==> config.mk <==
export PLATFORM = sky130hd
export DESIGN_NAME = utx_tx_dma_request
export DESIGN_NICKNAME = d
export VERILOG_FILES = /design/src/common/utx_pkg.sv /design/src/design/utx_tx_dma_request.sv
export SDC_FILE = /design/constraint.sdc
export NUM_CORES = 1
export LEC_CHECK = 0
export BUFFER_PORTS_ARGS = -buffer_cell sky130_fd_sc_hd__buf_4
export CORE_MARGIN = 10
export CORE_UTILIZATION = 30
export DETAILED_ROUTE_END_ITERATION = 6
export PLACE_DENSITY_LB_ADDON = 0.25
export SYNTH_ARGS = -nofsm -noshare
export SYNTH_HDL_FRONTEND = slang
export SYNTH_HIERARCHICAL = 1
export SYNTH_SLANG_ARGS = --single-unit
==> constraint.sdc <==
create_clock -name core_clk -period 4.4 [get_ports core_clk]
set_input_delay 0.22 -clock core_clk [delete_from_list [all_inputs] [get_ports core_clk]]
set_output_delay 0.22 -clock core_clk [all_outputs]
set_load 0.02 [all_outputs]
==> src/common/utx_pkg.sv <==
// Constants for the serial transmit FIFO and transfer request block.
// Assumes a single core clock domain and the plain register port.
package utx_pkg;
  // ---------------------------------------------------------------
  // Register offsets (byte addresses)
  // ---------------------------------------------------------------
  localparam logic [7:0] ENHANCED_FEATURE_OFF = 8'h08;
  localparam logic [7:0] LINE_CONTROL_OFF = 8'h0c;
  localparam logic [7:0] MODEM_CONTROL_OFF = 8'h10;
  localparam logic [7:0] TRIGGER_LEVEL_OFF = 8'h1c;
  localparam logic [7:0] SUPPLEMENTARY_OFF = 8'h40;
  localparam logic [7:0] MODE_DEF_3_OFF = 8'h80;
  localparam logic [7:0] TX_DMA_THRESH_OFF = 8'h84;
  localparam logic [7:0] TX_DATA_OFF = 8'h00;
  localparam logic [7:0] FIFO_STATUS_OFF = 8'h88;
  // ---------------------------------------------------------------
  // Field positions and key values
  // ---------------------------------------------------------------
  localparam logic [7:0] PORTAL_UNLOCK_VAL = 8'hbf;
  localparam logic [7:0] PORTAL_FIFO_VAL = 8'h00;
  localparam int ENHANCED_EN_BIT = 4;
  localparam int TRIG_ACCESS_BIT = 6;
  localparam int FINE_GRAN_BIT = 6;
  localparam int DMA_THRESH_EN_BIT = 2;
  localparam int FIFO_CTRL_TRIG_LO = 4;
  // ---------------------------------------------------------------
  // Sizes and reset values
  // ---------------------------------------------------------------
  localparam int FIFO_DEPTH = 64;
  localparam int FIFO_WIDTH = 8;
  localparam int CNT_W = 7;
  localparam int STAGE_DEPTH = 16;
  localparam logic [7:0] REG_RESET = 8'h00;
  localparam logic [5:0] DEFAULT_THRESH = 6'h00;
endpackage : utx_pkg

==> src/design/utx_tx_dma_request.sv <==
// Serial transmit FIFO, its configuration portal and transfer request.
// Assumes register port and transmit drain in the core clock domain.
`timescale 1ns/1ns

// -----------------------------------------------------------------
// Small parameterised staging FIFO
// -----------------------------------------------------------------
module utx_stage_fifo
  import utx_pkg::*;
#(
  parameter int WIDTH = 8,
  parameter int DEPTH = 16
) (
  // Clock and reset
  input wire logic core_clk,
  input wire logic reset_n,
  // Fill side
  input wire logic in_valid,
  output logic in_ready,
  input wire logic [WIDTH-1:0] in_data,
  // Drain side
  output logic out_valid,
  input wire logic out_ready,
  output logic [WIDTH-1:0] out_data
);
  localparam int AW = $clog2(DEPTH);
  logic [WIDTH-1:0] mem_reg [DEPTH];
  logic [AW-1:0] wr_ptr_reg;
  logic [AW-1:0] rd_ptr_reg;
  logic [AW:0] count_reg;
  logic push;
  logic pop;

  assign in_ready = (count_reg != (AW+1)'(DEPTH));
  assign out_valid = (count_reg != '0);
  assign out_data = mem_reg[rd_ptr_reg];
  assign push = in_valid && in_ready;
  assign pop = out_valid && out_ready;

  always_ff @(posedge core_clk) begin
    if (push) begin
      mem_reg[wr_ptr_reg] <= in_data;
    end
  end

  always_ff @(posedge core_clk or negedge reset_n) begin
    if (!reset_n) begin
      wr_ptr_reg <= '0;
      rd_ptr_reg <= '0;
      count_reg <= '0;
    end else begin
      if (push) begin
        wr_ptr_reg <= wr_ptr_reg + 1'b1;
      end
      if (pop) begin
        rd_ptr_reg <= rd_ptr_reg + 1'b1;
      end
      count_reg <= count_reg + (AW+1)'(push) - (AW+1)'(pop);
    end
  end
endmodule : utx_stage_fifo

// -----------------------------------------------------------------
// Top level
// -----------------------------------------------------------------
module utx_tx_dma_request
  import utx_pkg::*;
(
  // Clock and reset
  input wire logic core_clk,
  input wire logic reset_n,
  // Register port
  input wire logic [7:0] reg_addr,
  input wire logic [7:0] reg_wdata,
  input wire logic reg_wr,
  input wire logic reg_rd,
  output logic [7:0] reg_rdata,
  // Transmitter drain side
  input wire logic tx_take,
  output logic tx_avail,
  output logic [7:0] tx_byte,
  // Toward the DMA controller
  output logic serial_tx_transfer_request
);
  // ---------------------------------------------------------------
  // Configuration registers
  // ---------------------------------------------------------------
  logic [7:0] line_control_portal_reg;
  logic [7:0] enhanced_feature_reg;
  logic [7:0] modem_control_reg;
  logic [7:0] trigger_level_reg;
  logic [7:0] supplementary_control_reg;
  logic [7:0] mode_definition_3_reg;
  logic [7:0] tx_dma_threshold_reg;
  logic [7:0] fifo_control_reg;
  logic [7:0] reg_rdata_reg;
  logic enhanced_function_enable;
  logic tx_trigger_fine_granularity;
  logic feature_open;
  logic trigger_open;
  logic wr_hit_portal;
  logic wr_shared;

  assign enhanced_function_enable = enhanced_feature_reg[ENHANCED_EN_BIT];
  assign tx_trigger_fine_granularity = supplementary_control_reg[FINE_GRAN_BIT];
  assign feature_open = (line_control_portal_reg == PORTAL_UNLOCK_VAL);
  // Trigger level is open only with enhanced enable and modem control bit 6 set
  assign trigger_open = enhanced_function_enable && modem_control_reg[TRIG_ACCESS_BIT];
  assign wr_hit_portal = reg_wr && (reg_addr == LINE_CONTROL_OFF);
  assign wr_shared = reg_wr && (reg_addr == ENHANCED_FEATURE_OFF);

  always_ff @(posedge core_clk or negedge reset_n) begin
    if (!reset_n) begin
      line_control_portal_reg <= REG_RESET;
    end else if (wr_hit_portal) begin
      line_control_portal_reg <= reg_wdata;
    end
  end

  // Offset 08h is the feature register while unlocked, FIFO control while the portal holds 00h
  always_ff @(posedge core_clk or negedge reset_n) begin
    if (!reset_n) begin
      enhanced_feature_reg <= REG_RESET;
      fifo_control_reg <= REG_RESET;
    end else if (wr_shared) begin
      if (feature_open) begin
        enhanced_feature_reg <= reg_wdata;
      end else if (line_control_portal_reg == PORTAL_FIFO_VAL) begin
        fifo_control_reg <= reg_wdata;
      end
    end
  end

  always_ff @(posedge core_clk or negedge reset_n) begin
    if (!reset_n) begin
      modem_control_reg <= REG_RESET;
    end else if (reg_wr && reg_addr == MODEM_CONTROL_OFF && enhanced_function_enable) begin
      modem_control_reg <= reg_wdata;
    end
  end

  always_ff @(posedge core_clk or negedge reset_n) begin
    if (!reset_n) begin
      trigger_level_reg <= REG_RESET;
    end else if (reg_wr && reg_addr == TRIGGER_LEVEL_OFF && trigger_open) begin
      trigger_level_reg <= reg_wdata;
    end
  end

  always_ff @(posedge core_clk or negedge reset_n) begin
    if (!reset_n) begin
      supplementary_control_reg <= REG_RESET;
      mode_definition_3_reg <= REG_RESET;
      tx_dma_threshold_reg <= REG_RESET;
    end else if (reg_wr) begin
      if (reg_addr == SUPPLEMENTARY_OFF) begin
        supplementary_control_reg <= reg_wdata;
      end
      if (reg_addr == MODE_DEF_3_OFF) begin
        mode_definition_3_reg <= reg_wdata;
      end
      if (reg_addr == TX_DMA_THRESH_OFF) begin
        tx_dma_threshold_reg <= {2'b00, reg_wdata[5:0]};
      end
    end
  end

  // ---------------------------------------------------------------
  // Data path: staging FIFO then 64-entry transmit FIFO
  // ---------------------------------------------------------------
  logic stage_valid;
  logic stage_ready;
  logic [7:0] stage_data;
  logic stage_in_ready;
  logic [7:0] txf_mem_reg [FIFO_DEPTH];
  logic [5:0] txf_wr_reg;
  logic [5:0] txf_rd_reg;
  logic [CNT_W-1:0] txf_count_reg;
  logic txf_full;
  logic txf_push;
  logic txf_pop;

  // Writes while staging is full are dropped; software paces by requests
  utx_stage_fifo #(
    .WIDTH(FIFO_WIDTH),
    .DEPTH(STAGE_DEPTH)
  ) u_stage (
    .core_clk(core_clk),
    .reset_n(reset_n),
    .in_valid(reg_wr && reg_addr == TX_DATA_OFF),
    .in_ready(stage_in_ready),
    .in_data(reg_wdata),
    .out_valid(stage_valid),
    .out_ready(stage_ready),
    .out_data(stage_data)
  );

  assign txf_full = (txf_count_reg == CNT_W'(FIFO_DEPTH));
  assign stage_ready = !txf_full;
  assign txf_push = stage_valid && stage_ready;
  assign txf_pop = tx_take && (txf_count_reg != '0);
  assign tx_avail = (txf_count_reg != '0);
  assign tx_byte = txf_mem_reg[txf_rd_reg];

  always_ff @(posedge core_clk) begin
    if (txf_push) begin
      txf_mem_reg[txf_wr_reg] <= stage_data;
    end
  end

  always_ff @(posedge core_clk or negedge reset_n) begin
    if (!reset_n) begin
      txf_wr_reg <= '0;
      txf_rd_reg <= '0;
      txf_count_reg <= '0;
    end else begin
      if (txf_push) begin
        txf_wr_reg <= txf_wr_reg + 1'b1;
      end
      if (txf_pop) begin
        txf_rd_reg <= txf_rd_reg + 1'b1;
      end
      txf_count_reg <= txf_count_reg + CNT_W'(txf_push) - CNT_W'(txf_pop);
    end
  end

  // ---------------------------------------------------------------
  // Full flag crossing and request generation
  // ---------------------------------------------------------------
  logic full_meta_reg;
  logic full_sync_reg;
  logic [CNT_W-1:0] trig_level;
  logic [CNT_W-1:0] space;
  logic req_cond;
  logic req_cond_reg;
  logic serial_tx_transfer_request_reg;

  // Full treated as foreign to this domain; costs two cycles of lag
  always_ff @(posedge core_clk or negedge reset_n) begin
    if (!reset_n) begin
      full_meta_reg <= 1'b0;
      full_sync_reg <= 1'b0;
    end else begin
      full_meta_reg <= txf_full;
      full_sync_reg <= full_meta_reg;
    end
  end

  // Fine mode: {trigger 3:0, FIFO control 5:4}; coarse: control 5:4 times 8
  always_comb begin
    if (tx_trigger_fine_granularity) begin
      trigger_level_computed: begin
        trig_level = {1'b0, trigger_level_reg[3:0], fifo_control_reg[FIFO_CTRL_TRIG_LO+:2]};
      end
    end else begin
      trig_level = {fifo_control_reg[FIFO_CTRL_TRIG_LO+:2], 5'b00000} >> 2;
    end
  end

  assign space = CNT_W'(FIFO_DEPTH) - txf_count_reg;

  // Threshold mode: request while fill at or below threshold
  always_comb begin
    if (full_sync_reg) begin
      req_cond = 1'b0;
    end else if (mode_definition_3_reg[DMA_THRESH_EN_BIT]) begin
      req_cond = (txf_count_reg <= {1'b0, tx_dma_threshold_reg[5:0]});
    end else begin
      req_cond = (space >= trig_level) && (trig_level != '0);
    end
  end

  // One pulse per rising change of the condition; software sizing
  // keeps full from toggling it
  always_ff @(posedge core_clk or negedge reset_n) begin
    if (!reset_n) begin
      req_cond_reg <= 1'b0;
      serial_tx_transfer_request_reg <= 1'b0;
    end else begin
      req_cond_reg <= req_cond;
      serial_tx_transfer_request_reg <= req_cond && !req_cond_reg;
    end
  end

  assign serial_tx_transfer_request = serial_tx_transfer_request_reg;

  // ---------------------------------------------------------------
  // Read path
  // ---------------------------------------------------------------
  always_ff @(posedge core_clk or negedge reset_n) begin
    if (!reset_n) begin
      reg_rdata_reg <= REG_RESET;
    end else if (reg_rd) begin
      case (reg_addr)
        ENHANCED_FEATURE_OFF: reg_rdata_reg <= feature_open ? enhanced_feature_reg : fifo_control_reg;
        LINE_CONTROL_OFF: reg_rdata_reg <= line_control_portal_reg;
        MODEM_CONTROL_OFF: reg_rdata_reg <= modem_control_reg;
        TRIGGER_LEVEL_OFF: reg_rdata_reg <= trigger_open ? trigger_level_reg : REG_RESET;
        SUPPLEMENTARY_OFF: reg_rdata_reg <= supplementary_control_reg;
        MODE_DEF_3_OFF: reg_rdata_reg <= mode_definition_3_reg;
        TX_DMA_THRESH_OFF: reg_rdata_reg <= tx_dma_threshold_reg;
        FIFO_STATUS_OFF: reg_rdata_reg <= {stage_in_ready, txf_count_reg};
        default: reg_rdata_reg <= REG_RESET;
      endcase
    end else begin
      reg_rdata_reg <= REG_RESET;
    end
  end

  assign reg_rdata = reg_rdata_reg;
endmodule : utx_tx_dma_request

# ---- Word level (Yosys, flattened, before mapping)
# Memories as Yosys holds them, arrays and structs flattened.
# Cells that the tools add are included.
dict set report classes {
  n_lt_le_gt_ge 2
  muxes 11
  n_bitwise 1
  n_reduce_logical 25
  add_sub_neg 9
  n_eq_ne 11
}
# operator n
set ops {}
lappend ops {{$pmux W8 S8} 1}
lappend ops {{$eq A8 B8 Y1 const B} 4}
lappend ops {{$mux W8} 3}
lappend ops {{$eq A8 B4 Y1 const B} 2}
lappend ops {{$eq A8 B5 Y1 const B} 2}
lappend ops {{$logic_not A8 Y1} 2}
lappend ops {{$reduce_bool A7 Y1} 2}
lappend ops {{$logic_and A1 B1 Y1} 13}
lappend ops {{$add A6 B1 Y6 const B} 2}
lappend ops {{$add A4 B1 Y4 const B} 2}
lappend ops {{$eq A8 B7 Y1 const B} 1}
lappend ops {{$reduce_and A2 Y1} 4}
lappend ops {{$add A7 B1 Y7} 1}
lappend ops {{$eq A7 B7 Y1 const B} 1}
lappend ops {{$ge A7 B7 Y1} 1}
lappend ops {{$le A7 B6 Y1} 1}
lappend ops {{$sub A7 B1 Y7} 1}
lappend ops {{$sub A7 B7 Y7 const A} 1}
lappend ops {{$mux W1} 6}
lappend ops {{$mux W6} 1}
lappend ops {{$add A5 B1 Y5} 1}
lappend ops {{$ne A5 B5 Y1 const B} 1}
lappend ops {{$reduce_bool A5 Y1} 1}
lappend ops {{$sub A5 B1 Y5} 1}
lappend ops {{other kinds (3)} 4}
dict set report totals {
  n_memories 2
  wordCells 80
  register_bits 106
  output_inout_bits 18
  mem_bits_rw 640
}
# memory words word_bits rd rd_ports_with_merged_regs write_ports line
set memory_table {}
lappend memory_table {txf_mem_reg 64 8 1 0 1 utx_tx_dma_request.sv:175} ;# logic [7:0] txf_mem_reg [FIFO_DEPTH];
lappend memory_table {u_stage.mem_reg 16 8 1 0 1 utx_tx_dma_request.sv:27} ;# logic [WIDTH-1:0] mem_reg [DEPTH];

# ---- Longest topological paths before layout
# Gate-level depths: netlist of run 1.
dict set report logic_depth {
  ltp_word 6
  mapped_depth 17
  ltp_nobuf 16
}

# ---- Modules after synthesis
# The synthesis of run 1 kept the hierarchy.
# module seq_area_each_um2 cells_per_inst n_inst area_each_um2
set by_module_without_submodules {}
lappend by_module_without_submodules {utx_tx_dma_request 17702.0 1359 1 24698.7}
lappend by_module_without_submodules {utx_stage_fifo 4169.0 321 1 5748.0}

# ---- Worst setup path before layout of run 1
# Ideal clock, no wire load.
dict set report synth_path {
  path_kind {register -> register}
  start {register txf_count_reg[1]}
  end {register txf_count_reg[6]}
  stages_incl_launch_ff 18
  arrival_ps 2999
  path_slack_ps 1276
  cell_sequence {dfrtp_1 inv_1 ha_1 nand3_1 or2_2 and2_1 clkbuf_1 ha_1 inv_1 ha_1 inv_1 fa_1 o21bai_1 a21oi_1 nor2_1 nor2_1 o21bai_1 xnor2_1}
}
# item line
set synth_rtl {}
lappend synth_rtl {{start: declaration} utx_tx_dma_request.sv:178} ;# logic [CNT_W-1:0] txf_count_reg;
lappend synth_rtl {{start signal: assignment} utx_tx_dma_request.sv:223} ;# txf_count_reg <= txf_count_reg + CNT_W'(txf_push) - CNT_W'(txf_pop);
lappend synth_rtl {{$reduce_bool A7 Y1} --}
lappend synth_rtl {{via tx_avail} utx_tx_dma_request.sv:80} ;# output logic tx_avail,
lappend synth_rtl {{$logic_and A1 B1 Y1} utx_tx_dma_request.sv:201} ;# assign txf_pop = tx_take && (txf_count_reg != '0);
lappend synth_rtl {{via txf_pop} utx_tx_dma_request.sv:181} ;# logic txf_pop;
lappend synth_rtl {{$sub A7 B1 Y7} utx_tx_dma_request.sv:223}
# The timed path passes the listed nets, and every way through them passes these cells.
# A chain may end at the register's enable or synchronous reset.

# ---- Final worst setup path of run 1
dict set report layout_path {
  start {register txf_rd_reg[0]}
  end {output port tx_byte[1]}
}
dict set report layout_between {
  elab_chain_len 1
}
# item line
set layout_lines {}
lappend layout_lines {{start: declaration} utx_tx_dma_request.sv:177} ;# logic [5:0] txf_rd_reg;
lappend layout_lines {{start signal: assignment} utx_tx_dma_request.sv:221} ;# txf_rd_reg <= txf_rd_reg + 1'b1;
lappend layout_lines {{$mem_v2 Z64 W8} --}
lappend layout_lines {{end: declaration} utx_tx_dma_request.sv:81} ;# output logic [7:0] tx_byte,
# No other way between the ends.

==> run summary, run 1 <==
Outcome - finished, final reports clean
Ys async rst share - 0.142
Total CTS buffers - 80
CP Launch Type - flip-flop
Cell Area, Synth - 30400 um2
Worst-Skew Late Latency - 0.65 ns
Peak supply drop - 572 uV
DR iter-0 viols - 1269
Clk slew on worst S/H paths - 0.06 ns
Die area - 115000 um2
IO Count - 39
GRT overflow - 0
# hold bufs at CTS - 7
Syn avg cell area - 18.1 um2
Ys Warns - 6
GRT Total Usage - 0.131
Vias per Instance - 4.94
TritonCTS clock tree - done
Synth Area in Simple Gates - 0.0429
Initial core utilization - 0.303
Post-route DRC - 0
PwrDens - 713 nW/um2
Setup TNS - 0 ns
Most frequent cells in the layout - edfxtp_1, mux4_2, mux2i_1
Sequential fraction of the synthesis area - 0.718
Clk sinks - 746
First-pass GRT wire length - 114 mm
Routed via count - 15800
Layout Area Growth over Synthesis - 15.1%
CTS root buf - clkbuf_16
Final Net Count - 1834
Core area - 100000 um2
Hold Path Class - input port to flip-flop
FF-to-FF End - txf_mem_reg[16][4]
Fin. Hold Viols - 0
Post-Synth Adder-Cell Area - 0.0165
Max reg flops - 512
Main combinational cell family by area after synthesis - multiplexers
Commonest non-fill, non-tap cell in the layout - edfxtp_1
RSZ-0062 raised after global routing - no
WHS Path Cells - 1
Actual slew at the worst max-slew pin - 1.26 ns
Post-synth top flop - edfxtp_1
Hold Path End - u_stage/mem_reg[0][3]
Setup ws final - 0.530 ns
Postcts setup bufs - 0
Placer Congestion - 0.804
Layout cell share with drive strength beyond 1 - 0.224
Crit. End Element - output port
Post-Route WL - 76.5 mm
Initial antenna violation count - 0
FMAX - 258 MHz
# port buffers - 38
CP cell instances - buf_12 > nand2b_1 > o22ai_1 > a211oi_1 > a221oi_1 > and3_1 > buf_4
Layout Skew - 0.0311 ns
Chip height - 339 um
Row count - 116
Leakage - 0.0119 uW
Crit path time final - 3.87 ns
Pre-antenna DRT Iters - 6
Kind of critical path - flip-flop to output port
Dpl hpwl - 48.2 mm
Post-CTS resize count - 0
Horiz. Die Dim - 339 um
Final setup viols - 0
Cells after Synth - 1680
Crit path DAT - 3.65 ns
Antenna-violating nets left - 0
Critical Path RT - 4.18 ns
Max-cap viol count - 0
Max-slew violation count - 0
Max clock buf depth - 3
Dpl ws - 1.03 ns
Crit-path max cell delay - 0.68 ns
Reg2reg path depth - 7
Critical path's slowest cell - nand2b_1
Xor/xnor cell area share of the yosys netlist - 0.00834
Synth Net Count - 1740
Post-synth EDFFs - 640
#FFs+latches synth - 746
Crit-path max FO - 33
Fin crit share - 0.880
H-tree level count - 3
Synth cell types - 76
Hold_sp - reg_wdata[3]
Flop2flop setup slack - 1.01 ns
Diode count - 0
Wirelength per Cell - 23.9 um
Relative slew slack - 0.156
Post-synthesis mux area share - 0.149
Vias in the first global route - 16700
Worst R2R Start - txf_count_reg[1]
Synth Area in Compound Gates - 0.0448
Largest net degree at the start of global routing - 72
## per-layer routing
metal	vias up	wire, um	track usage
met3	127	3980	0.0267
li1	6900	-	-
met5	-	0	0
met2	416	36000	0.209
met1	8348	34000	0.177
met4	0	2420	0.0445
## power breakdown
group / total (uW) / internal (uW) / switching, uW / leakage, uW
sequential: 10400 / 9870 / 576 / 0.00714
clock: 6530 / 3740 / 2800 / 0.00124
combinational: 8010 / 2740 / 5270 / 0.00350
total: 25000 / 16300 / 8650 / 0.0119
## worst max-delay path by stage
stage	start	endpoint	slack (ns)	cells past startpoint
2_1_floorplan	txf_count_reg[1]	txf_count_reg[6]	1.28	17
3_3_place_gp	u_stage/rd_ptr_reg[2]	txf_mem_reg[18][7]	1.13	5
3_5_place_dp	txf_count_reg[1]	txf_count_reg[6]	1.03	16
4_1_cts	txf_rd_reg[0]	tx_byte[1]	0.48	7
5_1_grt	txf_rd_reg[0]	tx_byte[6]	0.28	9
6_report	txf_rd_reg[0]	tx_byte[1]	0.53	7
## critical path: cells and delay by family (launching register included)
| family | cells | cell delay (ns) |
|---|---|---|
| AO/OA/AOI/OAI | 3 | 0.90 |
| buffers and inverters | 2 | 0.47 |
| flip-flops | 1 | 0.66 |
| AND/OR/NAND/NOR | 2 | 0.95 |
## through the flow
| stage | power (uW) | hold WS [ns] | utilization | instance area (um2) | cells |
|---|---|---|---|---|---|
| 6_report | 25000 | 0.0270 | 0.349 | 35000 | 3197 |
| 5_1_grt | 26200 | 0.0189 | 0.349 | 35000 | 3197 |
| 4_1_cts | 25300 | 0.000445 | 0.349 | 35000 | 3197 |
| 3_5_place_dp | 18800 | 0.339 | 0.323 | 32400 | 3042 |
| 3_3_place_gp | 18600 | 0.346 | 0.323 | 32400 | 3042 |
| 2_1_floorplan | 15400 | -0.0756 | - | 30400 | 1680 |
## kinds of logic (layout without fill, tap and decap cells)
family                     after synthesis  after routing
muxes                                  295            295
xor gates and xnor gates                29             29
buffers and inverters                  120            280
AOI/OAI and AO/OA                      192            192
DFF                                    746            746
adders and majority gates               39             39
and+or+nand+nor                        259            259
## synthesized netlist by cell type, drive strengths merged, types with 4 or more instances
cell	instances	area, um2
or2	4	25.0
nand3	21	110
mux2i	105	1050
dfrtp	106	2650
nand4	8	50.1
mux2	71	803
a221oi	23	201
o22ai	20	125
o21ai	30	150
xnor2	21	184
and2	16	103
nor3b	5	37.5
o21bai	4	30.0
nand2b	5	31.3
a2111oi	4	53.8
nand3b	4	30.0
nor4	9	68.8
xor2	8	70.1
a222oi	5	50.1
buf	58	374
nand2	61	234
a211oi	16	120
ha	37	463
mux4	119	2690
a22oi	30	225
a21oi	28	140
nor2b	9	56.3
clkbuf	26	97.6
edfxtp	640	19200
o221ai	5	43.8
and3	6	37.5
inv	36	135
nor2	96	363
## layout make-up
type	count	area (um2)
Multi-Input combinational cell	814	7990
Tap cell	1357	1700
Clock buffer	105	2170
Inverter	36	135
Clock inverter	43	373
Sequential cell	746	21900
Fill cell	9540	65400
Timing Repair Buffer	96	801
Note: power is estimated with default switching activity, not from simulation.
==> run 2: changes to the inputs <==
==> constraint.sdc (replaced) <==
create_clock -name core_clk -period 3.3 [get_ports core_clk]
set_input_delay 0.165 -clock core_clk [delete_from_list [all_inputs] [get_ports core_clk]]
set_output_delay 0.165 -clock core_clk [all_outputs]
set_load 0.02 [all_outputs]
==> run summary, run 2 (synthesis gave the netlist of run 1 again) <==
DP Area - 33300 um2 (+2.6%)
Die area - 115000 um2 (unchanged)
Layout Area Growth over Synthesis - 19.6%
Vias per Instance - 4.89 (-1.0%)
Final Net Count - 1939 (+5.7%)
Actual slew at the worst max-slew pin - 0.911 ns (-0.344 ns)
FMAX - 306 MHz
Failing checks - DRC
RSZ-0062 raised after global routing - yes
Crit-path max FO - 14 (-58%)
Dpl hpwl - 49.1 mm (+1.8%)
Pre-antenna DRT Iters - 7 (+1)
TritonCTS clock tree - done
Kind of critical path - flip-flop to output port
Post-Route WL - 77.1 mm (+0.86%)
Crit path DAT - 3.10 ns (-0.55 ns)
Chip height - 339 um (unchanged)
Commonest non-fill, non-tap cell in the layout - edfxtp_1
Total power - 35100 uW (+40%)
IO Count - 39 (unchanged)
Met3 usage - 0.0242 (-0.00251)
Fin crit share - 0.989
Crit. End Element - output port
GRT overflow - 0 (unchanged)
Initial antenna violation count - 1 (+1)
PwrDens - 964 nW/um2 (+35%)
DR iter-0 viols - 1408 (+11%)
Max clock buf depth - 3 (unchanged)
Largest net degree at the start of global routing - 67 (-6.9%)
Total CTS buffers - 81 (+1.3%)
Outcome - finished, violations left
Diode count - 0 (unchanged)
Most Crowded Layer GR - met2
Vias in the first global route - 17000 (+1.4%)
Leakage - 0.0126 uW (+6.0%)
Antenna-violating nets left - 0 (unchanged)
Max-slew violation count - 0 (unchanged)
First-pass GRT wire length - 115 mm (+0.73%)
Clk sinks - 746 (unchanged)
Layout Skew - 0.0204 ns (-0.0108 ns)
H-tree level count - 3 (unchanged)
Post-route DRC - 2 (+2)
Fin. Hold Viols - 0 (unchanged)
Hold Path Class - input port to flip-flop
CP Launch Type - flip-flop
GRT Total Usage - 0.132 (+0.000909)
Layout cell share with drive strength beyond 1 - 0.282 (+0.0571)
Design area - 36400 um2 (+3.9%)
Routed via count - 16200 (+2.3%)
Most frequent cells in the layout - edfxtp_1, buf_4, mux4_2
Placer Congestion - 0.793 (-1.5%)
Crit path time final - 3.26 ns
Row count - 116 (unchanged)
Initial core utilization - 0.303 (unchanged)
Max-cap viol count - 0 (unchanged)
Final setup viols - 0 (unchanged)
# port buffers - 38 (unchanged)
M2 GR Usage - 0.215 (+0.00564)
Horiz. Die Dim - 339 um (unchanged)
Clk slew on worst S/H paths - 0.06 ns (about the same)
Core area - 100000 um2 (unchanged)
Max reg flops - 512 (unchanged)
Wirelength per Cell - 23.3 um (-2.4%)
Worst-Skew Late Latency - 0.63 ns (-0.02 ns)
Critical Path RT - 3.13 ns (-1.05 ns)
Relative slew slack - 0.393 (+0.237)
Peak supply drop - 882 uV (+54%)
Grt met1 use - 0.180 (+0.00275)
CTS root buf - clkbuf_16
[run 2: cell types whose count changed in the layout (fill, tap and decap cells not counted), sizes merged]
cell,delta
inv,-4
bufinv,+4
clkinv,+2
clkbuf,-1
clkinvlp,+2
buf,+101
dlygate4sd3,+2
[run 2: final timing paths]
check / from / to / slack, ns / cells after the start
max in group asynchronous: reset_n / trigger_level_reg[6] / 2.17 / 3
setup / recovery: txf_rd_reg[2] / tx_byte[4] / 0.04 / 7
hold / removal: reg_rd / reg_rdata[7] / 0.09 / 3
min in group asynchronous: reset_n / modem_control_reg[5] / 0.22 / 2
setup reg to reg: txf_count_reg[4] / txf_count_reg[6] / 0.26 / 16
hold reg to reg: full_meta_reg / full_sync_reg / 0.35 / 0
[run 2: cell type report]
cell class | count | area [um2]
clock buffer | 103 | 2220
clock inverter | 47 | 475
fill | 9413 | 64000
inverter | 36 | 135
multi-input combinational | 814 | 8170
sequential | 746 | 21900
tap | 1357 | 1700
timing repair buffer | 200 | 1820
[run 2: critical path: stages, from the launching register on]
cell and delay [ns]:
dfrtp_2 0.62, buf_4 0.40, mux4_2 0.36, mux2_2 0.30, o21ai_1 0.21, a22o_1 0.26, o21ai_1 0.11, buf_4 0.19
[run 2: through the flow]
| step | worst slack (ns) | hold WS [ns] | utilization | cells | setup TNS, ns |
|---|---|---|---|---|---|
| global route | -0.0357 | 0.0709 | 0.362 | 3303 | -0.0570 |
| detailed placement | 0.233 | 0.348 | 0.331 | 3139 | 0 |
| CTS | -0.0773 | 0.0389 | 0.361 | 3301 | -0.147 |
| floorplan | 0.176 | -0.131 | - | 1680 | 0 |
| finish | 0.0361 | 0.0934 | 0.362 | 3303 | 0 |
| global placement | 0.255 | 0.336 | 0.331 | 3139 | 0 |
[run 2: repair_timing]
action                                  in CTS  in global routing
endpoints found under the setup margin       8                  8
setup buffers                                3                  1
resized for setup                           23                 30
hold buffers                                 9                  0
endpoints found under the hold margin      192                  0
pin swaps                                    3                  6
gates cloned                                 0                  1
[run 2: report_power, final]
part           switching [uW]  internal, uW
Sequential                529         13100
Clock                    3740          5410
Combinational            7710          4610
[run 2: layer usage]
metal / vias up / share of wire
li1: 7134 / -
met1: 8481 / 0.44
met2: 421 / 0.48
met3: 115 / 0.053
met4: 0 / 0.023
met5: - / 0
